`config.mk`:
```
export PLATFORM = sky130hd
export DESIGN_NAME = lfld_channel
export DESIGN_NICKNAME = d
export VERILOG_FILES = /design/src/rtl/lfld_pkg.sv /design/src/rtl/lfld_serdes.sv /design/src/rtl/lfld_channel.sv
export SDC_FILE = /design/constraint.sdc
export NUM_CORES = 1
export LEC_CHECK = 0
export BUFFER_PORTS_ARGS = -buffer_cell sky130_fd_sc_hd__buf_4
export CELL_PAD_IN_SITES_DETAIL_PLACEMENT = 1
export CELL_PAD_IN_SITES_GLOBAL_PLACEMENT = 1
export CORE_MARGIN = 2
export CORE_UTILIZATION = 40
export DETAILED_ROUTE_END_ITERATION = 8
export HOLD_SLACK_MARGIN = 0.06
export PLACE_DENSITY_LB_ADDON = 0.1
export SYNTH_ARGS = -nofsm -noshare
export SYNTH_HDL_FRONTEND = slang
export SYNTH_HIERARCHICAL = 1
export SYNTH_SLANG_ARGS = --single-unit
```
`constraint.sdc`:
```
create_clock -name sys_clk_i -period 4.7 [get_ports sys_clk_i]
set_clock_uncertainty 0.2 [all_clocks]
set_input_delay 0.94 -clock sys_clk_i [delete_from_list [all_inputs] [get_ports sys_clk_i]]
set_output_delay 0.94 -clock sys_clk_i [all_outputs]
set_load 0.01 [all_outputs]
```
`src/rtl/lfld_pkg.sv`:
```
// lfld_pkg: constants, register map and carrier types of the lin channel
// assumes a 10 mhz system clock and one shared synchronous reset
package lfld_pkg;
  // ------------------------------------------------------------------
  // timing
  // ------------------------------------------------------------------
  localparam int CLK_HZ       = 10_000_000;
  localparam int BAUD_HZ      = 19_200;
  localparam int BIT_CYC      = CLK_HZ / BAUD_HZ;  // whole cycles per bit, rounded down
  localparam int BRK_LOW_BASE = 13;                // dominant bits at field value 0
  localparam int BRK_DLM_BASE = 1;                 // recessive bits at field value 0
  localparam int SPACE_BITS   = 1;                 // interbyte space in bit times
  // ------------------------------------------------------------------
  // register map (byte addresses)
  // ------------------------------------------------------------------
  localparam int         AW        = 8;
  localparam int         BUF_DEPTH = 16;
  localparam logic [7:0] OFS_MODE  = 8'h00;
  localparam logic [7:0] OFS_BRK   = 8'h04;
  localparam logic [7:0] OFS_RFC   = 8'h08;
  localparam logic [7:0] OFS_STAT  = 8'h0c;
  localparam logic [7:0] OFS_LDIC  = 8'h10;
  localparam logic [1:0] OFS_DATA_HI = 2'h1;       // 0x40..0x7c, one byte per word
  localparam int RFC_DIR_BIT   = 4;
  localparam int RFC_GO_BIT    = 5;
  localparam int RFC_ABORT_BIT = 6;
  localparam int LDIC_REQ_BIT  = 3;
  localparam logic [5:0] RST_BRK  = 6'h00;
  localparam logic [3:0] RST_CNT  = 4'h0;
  localparam logic [2:0] RST_PRIO = 3'h0;
  // ------------------------------------------------------------------
  // types
  // ------------------------------------------------------------------
  typedef struct packed {
    logic [1:0] dlm;
    logic [3:0] low;
  } lfld_brk_t;
  typedef struct packed {
    logic low_det;
    logic err;
    logic done;
  } lfld_stat_t;
  typedef struct packed {
    logic       done;
    logic       err;
    logic [7:0] data;
  } lfld_byte_res_t;
  typedef enum logic [2:0] {
    ST_IDLE, ST_BRK_LOW, ST_BRK_DLM, ST_TX_BYTE, ST_TX_SPACE, ST_RX_BYTE
  } lfld_state_t;
endpackage

```
`src/rtl/lfld_serdes.sv`:
```
// lfld_serdes: one 8n1 byte on the lin wire, sent or received
// assumes rx_pin_i is already synchronised and en_i is held for the byte
`timescale 1ns/10ps
module lfld_serdes #(
  parameter int BIT_CYC = lfld_pkg::BIT_CYC
) (
  // clock and reset
  input  wire logic             sys_clk_i,
  input  wire logic             rst_i,
  // control
  input  wire logic             en_i,
  input  wire logic             tx_mode_i,
  input  wire logic [7:0]       tx_byte_i,
  // wire
  input  wire logic             rx_pin_i,
  output logic                  tx_o,
  // result
  output lfld_pkg::lfld_byte_res_t res_o
);
  import lfld_pkg::*;
  localparam int            CW       = $clog2(BIT_CYC);
  localparam logic [CW-1:0] CYC_LAST = CW'(BIT_CYC - 1);
  localparam logic [CW-1:0] CYC_MID  = CW'(BIT_CYC / 2);

  logic          run,  next_run;
  logic [CW-1:0] cyc,  next_cyc;
  logic [3:0]    bitn, next_bitn;
  logic [9:0]    txsh, next_txsh;
  logic [7:0]    rxsh, next_rxsh;
  logic          err,  next_err;
  logic          last;

  // ------------------------------------------------------------------
  // bit engine: start, 8 data lsb first, stop; mid-bit sampling
  // ------------------------------------------------------------------
  always_comb begin
    next_run  = run;
    next_cyc  = cyc;
    next_bitn = bitn;
    next_txsh = txsh;
    next_rxsh = rxsh;
    next_err  = err;
    last      = run && en_i && (cyc == CYC_LAST) && (bitn == 4'h9);
    if (!run) begin
      // receive waits for the start bit; transmit drives its start bit in this
      // very cycle and counts it as cycle zero, so no idle gap stretches the line
      if (en_i && (tx_mode_i || !rx_pin_i)) begin
        next_run  = 1'b1;
        next_cyc  = tx_mode_i ? CW'(1) : '0;
        next_bitn = 4'h0;
        next_err  = 1'b0;
        next_txsh = {1'b1, tx_byte_i, 1'b0};
      end
    end else if (!en_i) begin
      next_run = 1'b0;  // owner gave up the byte
    end else begin
      next_cyc = cyc + CW'(1);
      if (cyc == CYC_MID) begin
        if (tx_mode_i) begin
          // readback catches a bit overwritten on the wire
          if (rx_pin_i != txsh[0]) next_err = 1'b1;
        end else if (bitn == 4'h0) begin
          if (rx_pin_i) next_err = 1'b1;
        end else if (bitn == 4'h9) begin
          if (!rx_pin_i) next_err = 1'b1;
        end else begin
          next_rxsh = {rx_pin_i, rxsh[7:1]};
        end
      end
      if (cyc == CYC_LAST) begin
        next_cyc  = '0;
        next_txsh = {1'b1, txsh[9:1]};
        if (bitn == 4'h9) next_run = 1'b0;
        else next_bitn = bitn + 4'h1;
      end
    end
  end

  always_ff @(posedge sys_clk_i) begin
    if (rst_i) begin
      run  <= 1'b0;
      cyc  <= '0;
      bitn <= 4'h0;
      txsh <= 10'h3ff;
      rxsh <= 8'h00;
      err  <= 1'b0;
    end else begin
      run  <= next_run;
      cyc  <= next_cyc;
      bitn <= next_bitn;
      txsh <= next_txsh;
      rxsh <= next_rxsh;
      err  <= next_err;
    end
  end

  assign tx_o       = run ? (txsh[0] || !tx_mode_i) : !(en_i && tx_mode_i);
  assign res_o.done = last;
  assign res_o.err  = err;
  assign res_o.data = rxsh;
endmodule // lfld_serdes

```
`src/rtl/lfld_channel.sv`:
```
// lfld_channel: lin channel with break generator, response engine and low detect
// assumes an avalon-mm master on sys_clk_i and an external lin transceiver
// Behaviour
// status flags clear only by writing zero
// set low-detect flag blocks new low-detect requests
// break low length from four-bit field
// break delimiter length from two-bit field
// transmit bytes plus spaces; error aborts
// receive bytes on start bit; error aborts
// low detect on falling edge or enable-while-low
// merged channel request blocked while flag set
// software disables low request before wait mode
//
// The Avalon-MM slave port and the placing of the registers are this design's own decisions.
`timescale 1ns/10ps
module lfld_channel #(
  parameter int BIT_CYC = lfld_pkg::BIT_CYC
) (
  // clock and reset
  input  wire logic                   sys_clk_i,
  input  wire logic                   rst_i,
  // avalon-mm slave
  input  wire logic [lfld_pkg::AW-1:0] avs_address_i,
  input  wire logic                   avs_read_i,
  input  wire logic                   avs_write_i,
  input  wire logic [31:0]            avs_writedata_i,
  input  wire logic [3:0]             avs_byteenable_i,
  output logic      [31:0]            avs_readdata_o,
  output logic                        avs_waitrequest_o,
  // lin transceiver
  input  wire logic                   bus_input_pin_i,
  output logic                        bus_tx_o,
  // interrupt requests
  output logic                        chan_int_o,
  output logic                        low_int_o
);
  import lfld_pkg::*;
  localparam int            CW       = $clog2(BIT_CYC);
  localparam logic [CW-1:0] CYC_LAST = CW'(BIT_CYC - 1);

  // ------------------------------------------------------------------
  // pin synchroniser; sync_a feeds only pin_s
  // ------------------------------------------------------------------
  logic sync_a, pin_s, pin_d;
  always_ff @(posedge sys_clk_i) begin
    if (rst_i) begin
      sync_a <= 1'b1;
      pin_s  <= 1'b1;
      pin_d  <= 1'b1;
    end else begin
      sync_a <= bus_input_pin_i;
      pin_s  <= sync_a;
      pin_d  <= pin_s;
    end
  end

  // ------------------------------------------------------------------
  // state
  // ------------------------------------------------------------------
  lfld_state_t    state, next_state;
  logic [CW-1:0]  cyc,   next_cyc;
  logic [4:0]     bits,  next_bits;
  logic [3:0]     idx,   next_idx;
  lfld_brk_t      brk,   next_brk;
  logic [3:0]     cnt,   next_cnt;
  logic           dir,   next_dir;
  lfld_stat_t     stat,  next_stat;
  logic [2:0]     prio,  next_prio;
  logic           req,   next_req;
  logic           low_en, next_low_en;
  logic           low_en_d;
  logic           ack,   next_ack;
  logic [31:0]    rdata, next_rdata;
  logic           tx_q,  next_tx;
  logic           cint,  next_cint;
  logic           lint,  next_lint;
  logic [7:0]     mem      [BUF_DEPTH];
  logic [7:0]     next_mem [BUF_DEPTH];
  logic           wr_go, start, abort, tick, busy, low_evt, done_set, err_set;
  logic [7:0]     wd;
  logic [2:0]     clr;
  logic           u_tx;
  lfld_byte_res_t u_res;

  lfld_serdes #(
    .BIT_CYC (BIT_CYC)
  ) u_serdes (
    .sys_clk_i (sys_clk_i),
    .rst_i     (rst_i),
    .en_i      ((state == ST_TX_BYTE) || (state == ST_RX_BYTE)),
    .tx_mode_i (state == ST_TX_BYTE),
    .tx_byte_i (mem[idx]),
    .rx_pin_i  (pin_s),
    .tx_o      (u_tx),
    .res_o     (u_res)
  );

  // ------------------------------------------------------------------
  // bus slave, register writes, frame sequencer, flags
  // ------------------------------------------------------------------
  always_comb begin
    next_state = state;  next_cyc  = cyc;   next_bits = bits;  next_idx  = idx;
    next_brk   = brk;    next_cnt  = cnt;   next_dir  = dir;   next_prio = prio;
    next_req   = req;    next_low_en = low_en; next_mem = mem;  next_rdata = rdata;
    busy       = (state != ST_IDLE);
    // one wait state: request sampled, answered at the next edge
    next_ack   = (avs_read_i || avs_write_i) && !ack;
    wr_go      = avs_write_i && ack && avs_byteenable_i[0];
    wd         = avs_writedata_i[7:0];
    start      = 1'b0;
    abort      = 1'b0;
    clr        = 3'h0;
    done_set   = 1'b0;
    err_set    = 1'b0;
    tick       = (cyc == CYC_LAST);
    if (avs_read_i && !ack) begin
      unique case (avs_address_i)
        OFS_MODE: next_rdata = {31'h0, low_en};
        OFS_BRK:  next_rdata = {26'h0, brk};
        OFS_RFC:  next_rdata = {24'h0, busy, 2'h0, dir, cnt};
        OFS_STAT: next_rdata = {29'h0, stat};
        OFS_LDIC: next_rdata = {28'h0, req, prio};
        default:  next_rdata = (avs_address_i[7:6] == OFS_DATA_HI) ?
                               {24'h0, mem[avs_address_i[5:2]]} : 32'h0;
      endcase
    end
    if (wr_go) begin
      unique case (avs_address_i)
        OFS_MODE: next_low_en = wd[0];
        OFS_BRK:  if (!busy) next_brk = wd[5:0];  // frame settings frozen while busy
        OFS_RFC: begin
          if (!busy) begin
            next_cnt = wd[3:0];
            next_dir = wd[RFC_DIR_BIT];
            start    = wd[RFC_GO_BIT];
          end
          abort = wd[RFC_ABORT_BIT] && busy;
        end
        OFS_STAT: clr = ~wd[2:0];  // only zeros clear //
        OFS_LDIC: begin
          next_prio = wd[2:0];
          next_req  = wd[LDIC_REQ_BIT];
        end
        default: if (avs_address_i[7:6] == OFS_DATA_HI) next_mem[avs_address_i[5:2]] = wd;
      endcase
    end
    // bit-time pacing for break, delimiter and space
    if ((state == ST_BRK_LOW) || (state == ST_BRK_DLM) || (state == ST_TX_SPACE)) begin
      next_cyc = tick ? '0 : cyc + CW'(1);
      if (tick && (bits != 5'h0)) next_bits = bits - 5'h1;
    end
    unique case (state)
      ST_IDLE: if (start) begin
        next_state = ST_BRK_LOW;
        next_cyc   = '0;
        next_idx   = 4'h0;
        next_bits  = 5'(BRK_LOW_BASE - 1) + {1'b0, next_brk.low};
      end
      ST_BRK_LOW: if (tick && (bits == 5'h0)) begin
        next_state = ST_BRK_DLM;
        next_bits  = 5'(BRK_DLM_BASE - 1) + {3'h0, brk.dlm};
      end
      ST_BRK_DLM: if (tick && (bits == 5'h0)) begin
        if (cnt == 4'h0) begin
          next_state = ST_IDLE;
          done_set   = 1'b1;
        end else begin
          next_state = dir ? ST_TX_BYTE : ST_RX_BYTE;
        end
      end
      ST_TX_BYTE: if (u_res.done) begin
        if (u_res.err) begin
          next_state = ST_IDLE;
          err_set    = 1'b1;
        end else begin
          next_state = ST_TX_SPACE;
          next_cyc   = '0;
          next_bits  = 5'(SPACE_BITS - 1);
        end
      end
      ST_TX_SPACE: if (tick && (bits == 5'h0)) begin
        next_idx = idx + 4'h1;
        if (idx + 4'h1 == cnt) begin
          next_state = ST_IDLE;
          done_set   = 1'b1;
        end else begin
          next_state = ST_TX_BYTE;
        end
      end
      ST_RX_BYTE: if (u_res.done) begin
        if (u_res.err) begin
          next_state = ST_IDLE;  // abort, byte dropped //
          err_set    = 1'b1;
        end else begin
          next_mem[idx] = u_res.data;
          next_idx      = idx + 4'h1;
          if (idx + 4'h1 == cnt) begin
            next_state = ST_IDLE;
            done_set   = 1'b1;
          end
        end
      end
    endcase
    if (abort) begin
      next_state = ST_IDLE;
      err_set    = 1'b1;
    end
    // enable while low counts as an event as well as a falling edge
    low_evt   = low_en && ((pin_d && !pin_s) || (!low_en_d && !pin_s));
    // set wins over a clear in the same cycle
    next_stat = (stat & lfld_stat_t'(~clr)) | {low_evt, err_set, done_set};
    if (low_evt && !stat.low_det) next_req = 1'b1;
    // priority 000 parks the request line //
    next_lint = low_evt && !stat.low_det && (prio != 3'h0);
    next_cint = (done_set || err_set) && !stat.done && !stat.err;
    next_tx   = (state == ST_BRK_LOW) ? 1'b0 : ((state == ST_TX_BYTE) ? u_tx : 1'b1);
  end

  always_ff @(posedge sys_clk_i) begin
    if (rst_i) begin
      state <= ST_IDLE;  cyc  <= '0;       bits  <= 5'h0;  idx  <= 4'h0;
      brk   <= RST_BRK;  cnt  <= RST_CNT;  dir   <= 1'b0;  stat <= '0;
      prio  <= RST_PRIO; req  <= 1'b0;     low_en <= 1'b0; low_en_d <= 1'b0;
      ack   <= 1'b0;     rdata <= 32'h0;   tx_q  <= 1'b1;  cint <= 1'b0;
      lint  <= 1'b0;
      for (int i = 0; i < BUF_DEPTH; i++) mem[i] <= 8'h00;
    end else begin
      state <= next_state; cyc  <= next_cyc; bits  <= next_bits; idx  <= next_idx;
      brk   <= next_brk;   cnt  <= next_cnt; dir   <= next_dir;  stat <= next_stat;
      prio  <= next_prio;  req  <= next_req; low_en <= next_low_en; low_en_d <= low_en;
      ack   <= next_ack;   rdata <= next_rdata; tx_q <= next_tx; cint <= next_cint;
      lint  <= next_lint;
      mem   <= next_mem;
    end
  end

  assign avs_waitrequest_o = (avs_read_i || avs_write_i) && !ack;
  assign avs_readdata_o    = rdata;
  assign bus_tx_o          = tx_q;
  assign chan_int_o        = cint;
  assign low_int_o         = lint;

  // ------------------------------------------------------------------
  // checks; st_cyc counts cycles spent in the current state
  // ------------------------------------------------------------------
  logic [15:0] st_cyc;
  always_ff @(posedge sys_clk_i) begin
    if (rst_i || (next_state != state)) st_cyc <= 16'h0;
    else st_cyc <= st_cyc + 16'h1;
  end
  logic wr_stat;
  assign wr_stat = wr_go && (avs_address_i == OFS_STAT);
endmodule // lfld_channel

```
==> summary.txt <==
Status
  – Status: finished clean

Synth
  – Synth warn: 6
  – Dominant synthesized flop cell: dfxtp_1
  – Share of flip-flops with an asynchronous set or reset: 0
  – Top-area cell type share of the netlist area: 0.342
  – Avg Inst Size Synth: 9.64 sq um
  – Synth Register Bits: 218
  – Post-synthesis cell count: 1322
  – Main area contributors after synthesis: dfxtp_1 (34%), mux4_2 (14%), mux2i_1 (12%), a211oi_1 (8.1%), nor2_1 (5.1%)
  – Synth area leader: dfxtp_1
  – Sequential-to-total area share from yosys stat: 0.342
  – Mapped cell area: 0.0127 sq mm
  – Distinct cell type count after synthesis: 82
  – Post-synth EDFFs: 0

Pwr
  – IR drop worst, VDD: 0.245 mV
  – Power density cells: 318 mW/mm^2
  – Leakage power: 5.67 nW

Timing
  – Hold slack: 0.214 ns
  – Setup_tns: 0 ns
  – Period utilisation layout: 0.851
  – Final setup viols: 0
  – Final slew viol count: 0
  – Slew HR: 0.249
  – RSZ-0062 raised after global routing: no
  – Slew at the pin closest to its max-slew limit: 1.12 ns
  – Peak Freq: 250 MHz
  – Tmin final: 4.00 ns
  – Hold Vio Cnt, Final: 0

Global route
  – Overflow after GRT: 0
  – First-pass GRT wire length: 66200 microns
  – Vias in the first global route: 10.7k
  – Initial antenna violation count: 0
  – Pin count of the biggest net entering global routing: 134
  – Gr usage total: 0.258

Finish
  – Most common cell after layout, fill and taps aside: dfxtp_1
  – Fraction of layout cells with a size suffix above 1: 0.177
  – Filler cell count: 3526
  – P&R area growth vs syn: 11.2%
  – Core Util, Final: 0.450
  – Most frequent cells in the layout: dfxtp_1 (216), nor2_1 (172), mux2i_1 (157)
  – Layout Cells excl Fill: 1711
  – Nets@finish: 1348
  – Antenna fix cells: 0

Clock tree
  – Clock transition at path regs: 0.06 ns
  – TritonCTS clock tree: done
  – Hold_buf cts: 0
  – Number of buffers added for setup after CTS: 0
  – CTS Buf Count: 28
  – Clk_lat worst skew: 0.56 ns
  – CTS Sinks: 218
  – Max Buffers Root-to-Sink: 3
  – Resized cells post-CTS: 0
  – Clock tree root driver cell: clkbuf_16
  – Max H-tree Level: 1

Drt
  – Vias: 10.4k
  – Wire length per cell: 25.0 microns
  – WL final: 42700 microns
  – Routed Antenna Nets: 0
  – Iteration count of the initial detailed-routing pass: 5
  – Initial DRC Count: 578
  – Vias per cell: 6.10
  – Post-route DRC: 0

Place
  – Placed Instances: 1659
  – Dpl hpwl: 27700 microns
  – I/O Buffers: 33
  – Placer Congestion: 0.838

Die
  – Die area: 0.0333 sq mm
  – Chip height: 182 microns
  – Row Count: 65
  – Starting density of the core: 0.405
  – # IOs: 85
  – DIE WIDTH: 182 microns
  – Core area: 0.0315 sq mm

Setup path
  – Critical Path AT: 4.26 ns
  – Worst path max stage delay: 0.59 ns
  – WP data required: 4.96 ns
  – CP endpoint kind: flip-flop
  – Critical path class: reg2reg
  – CP cell instances: or4_4, or3_4, nor3_1, nand2b_1, nor4_1, nand2_1, a211oi_1
  – Crit path max-delay cell type: nor4_1
  – Peak fanout along the critical path: 16
  – Startpoint types: flip-flop

Min path
  – Worst hold path type: reg2reg

Run
  – Max_cap viols: 0
## worst max-delay path: cells and delay by family, from the launching register on
| family | cells | cell delay [ns] |
|---|---|---|
| DFF | 1 | 0.35 |
| AOI/OAI and AO/OA | 1 | 0.39 |
| and+or+nand+nor | 6 | 2.96 |
## cell families after synthesis
family                     Yosys count  synth area share
buffers and inverters              165            0.0607
xor gates and xnor gates            21            0.0156
DFF                                218             0.342
and+or+nand+nor                    404             0.162
other                                1          0.000294
muxes                              241             0.266
AOI/OAI and AO/OA                  260             0.141
adders and majority gates           12            0.0118
## report_power, final
part           total [mW]  switching [mW]  internal (mW)
combinational       0.195           0.140         0.0552
sequential           1.86         0.00636           1.85
clock                2.45           0.901           1.55
total                4.51            1.05           3.46
## synth_stat cells, types with 4 or more instances
master,instances
nor4_1,6
nor2b_1,16
buf_2,15
o21ai_0,27
mux2i_1,157
mux2_2,6
ha_1,12
mux4_2,78
nand2_1,47
nand2b_1,14
and3_1,8
inv_1,13
xor2_1,13
xnor2_1,7
buf_6,4
a211oi_1,138
nor2_1,172
or4_1,5
nand3b_1,6
nand4_1,18
a21oi_1,45
dfxtp_1,218
nand3_1,42
nor3_1,14
and4_1,4
or2_2,5
buf_4,28
and2_1,8
a31oi_1,14
clkbuf_1,85
buf_1,19
a221oi_1,4
## per-layer routing
metal	global-route usage	wire length (microns)	share of wire	up-vias
li1	-	-	-	4821
met1	0.352	19400	0.46	5334
met2	0.436	20400	0.48	219
met3	0.0247	1680	0.039	60
met4	0.0719	1210	0.028	0
met5	0	0	0	-
## metrics by stage
stage | cell area, sq um | setup slack (ns) | power [mW]
finish | 14200 | 0.701 | 4.51
global route | 14200 | 0.303 | 4.64
CTS | 14200 | 0.732 | 4.55
detailed placement | 13100 | 0.777 | 2.10
global placement | 13100 | 0.842 | 2.10
floorplan | 12800 | 1.44 | 2.04
## flip-flops by register name, indices dropped and copies added, names as in the netlist, 3 cells and up
signal	count
state	3
stat	3
prio	3
mem	128
brk	6
u_serdes/rxsh	8
u_serdes/cyc	10
cnt	4
idx	4
avs_readdata_o	8
u_serdes/txsh	9
u_serdes/bitn	4
cyc	10
bits	5
## cell type report
| type | instances | area [sq um] | area share |
|---|---|---|---|
| repair buffers | 63 | 502 | 0.0354 |
| multi-input cells | 962 | 7690 | 0.543 |
| well taps | 402 | 503 | 0.0355 |
| inverters | 14 | 52.6 | 0.00371 |
| flip-flops and latches | 218 | 4370 | 0.308 |
| clock buffers | 32 | 767 | 0.0541 |
| clock inverters | 20 | 287 | 0.0202 |
## final timing paths
kind | start | end | slack, ns | depth (start not counted)
max | u_serdes/cyc[4]$_SDFFE_PP0P_ | mem[101]$_SDFF_PP0_ | 0.70 | 7
min | sync_a$_SDFF_PP1_ | pin_s$_SDFF_PP1_ | 0.21 | 1
max reg2reg | u_serdes/cyc[4]$_SDFFE_PP0P_ | mem[101]$_SDFF_PP0_ | 0.70 | 7
min reg2reg | sync_a$_SDFF_PP1_ | pin_s$_SDFF_PP1_ | 0.21 | 1
Note: power is estimated with default switching activity, not from simulation.
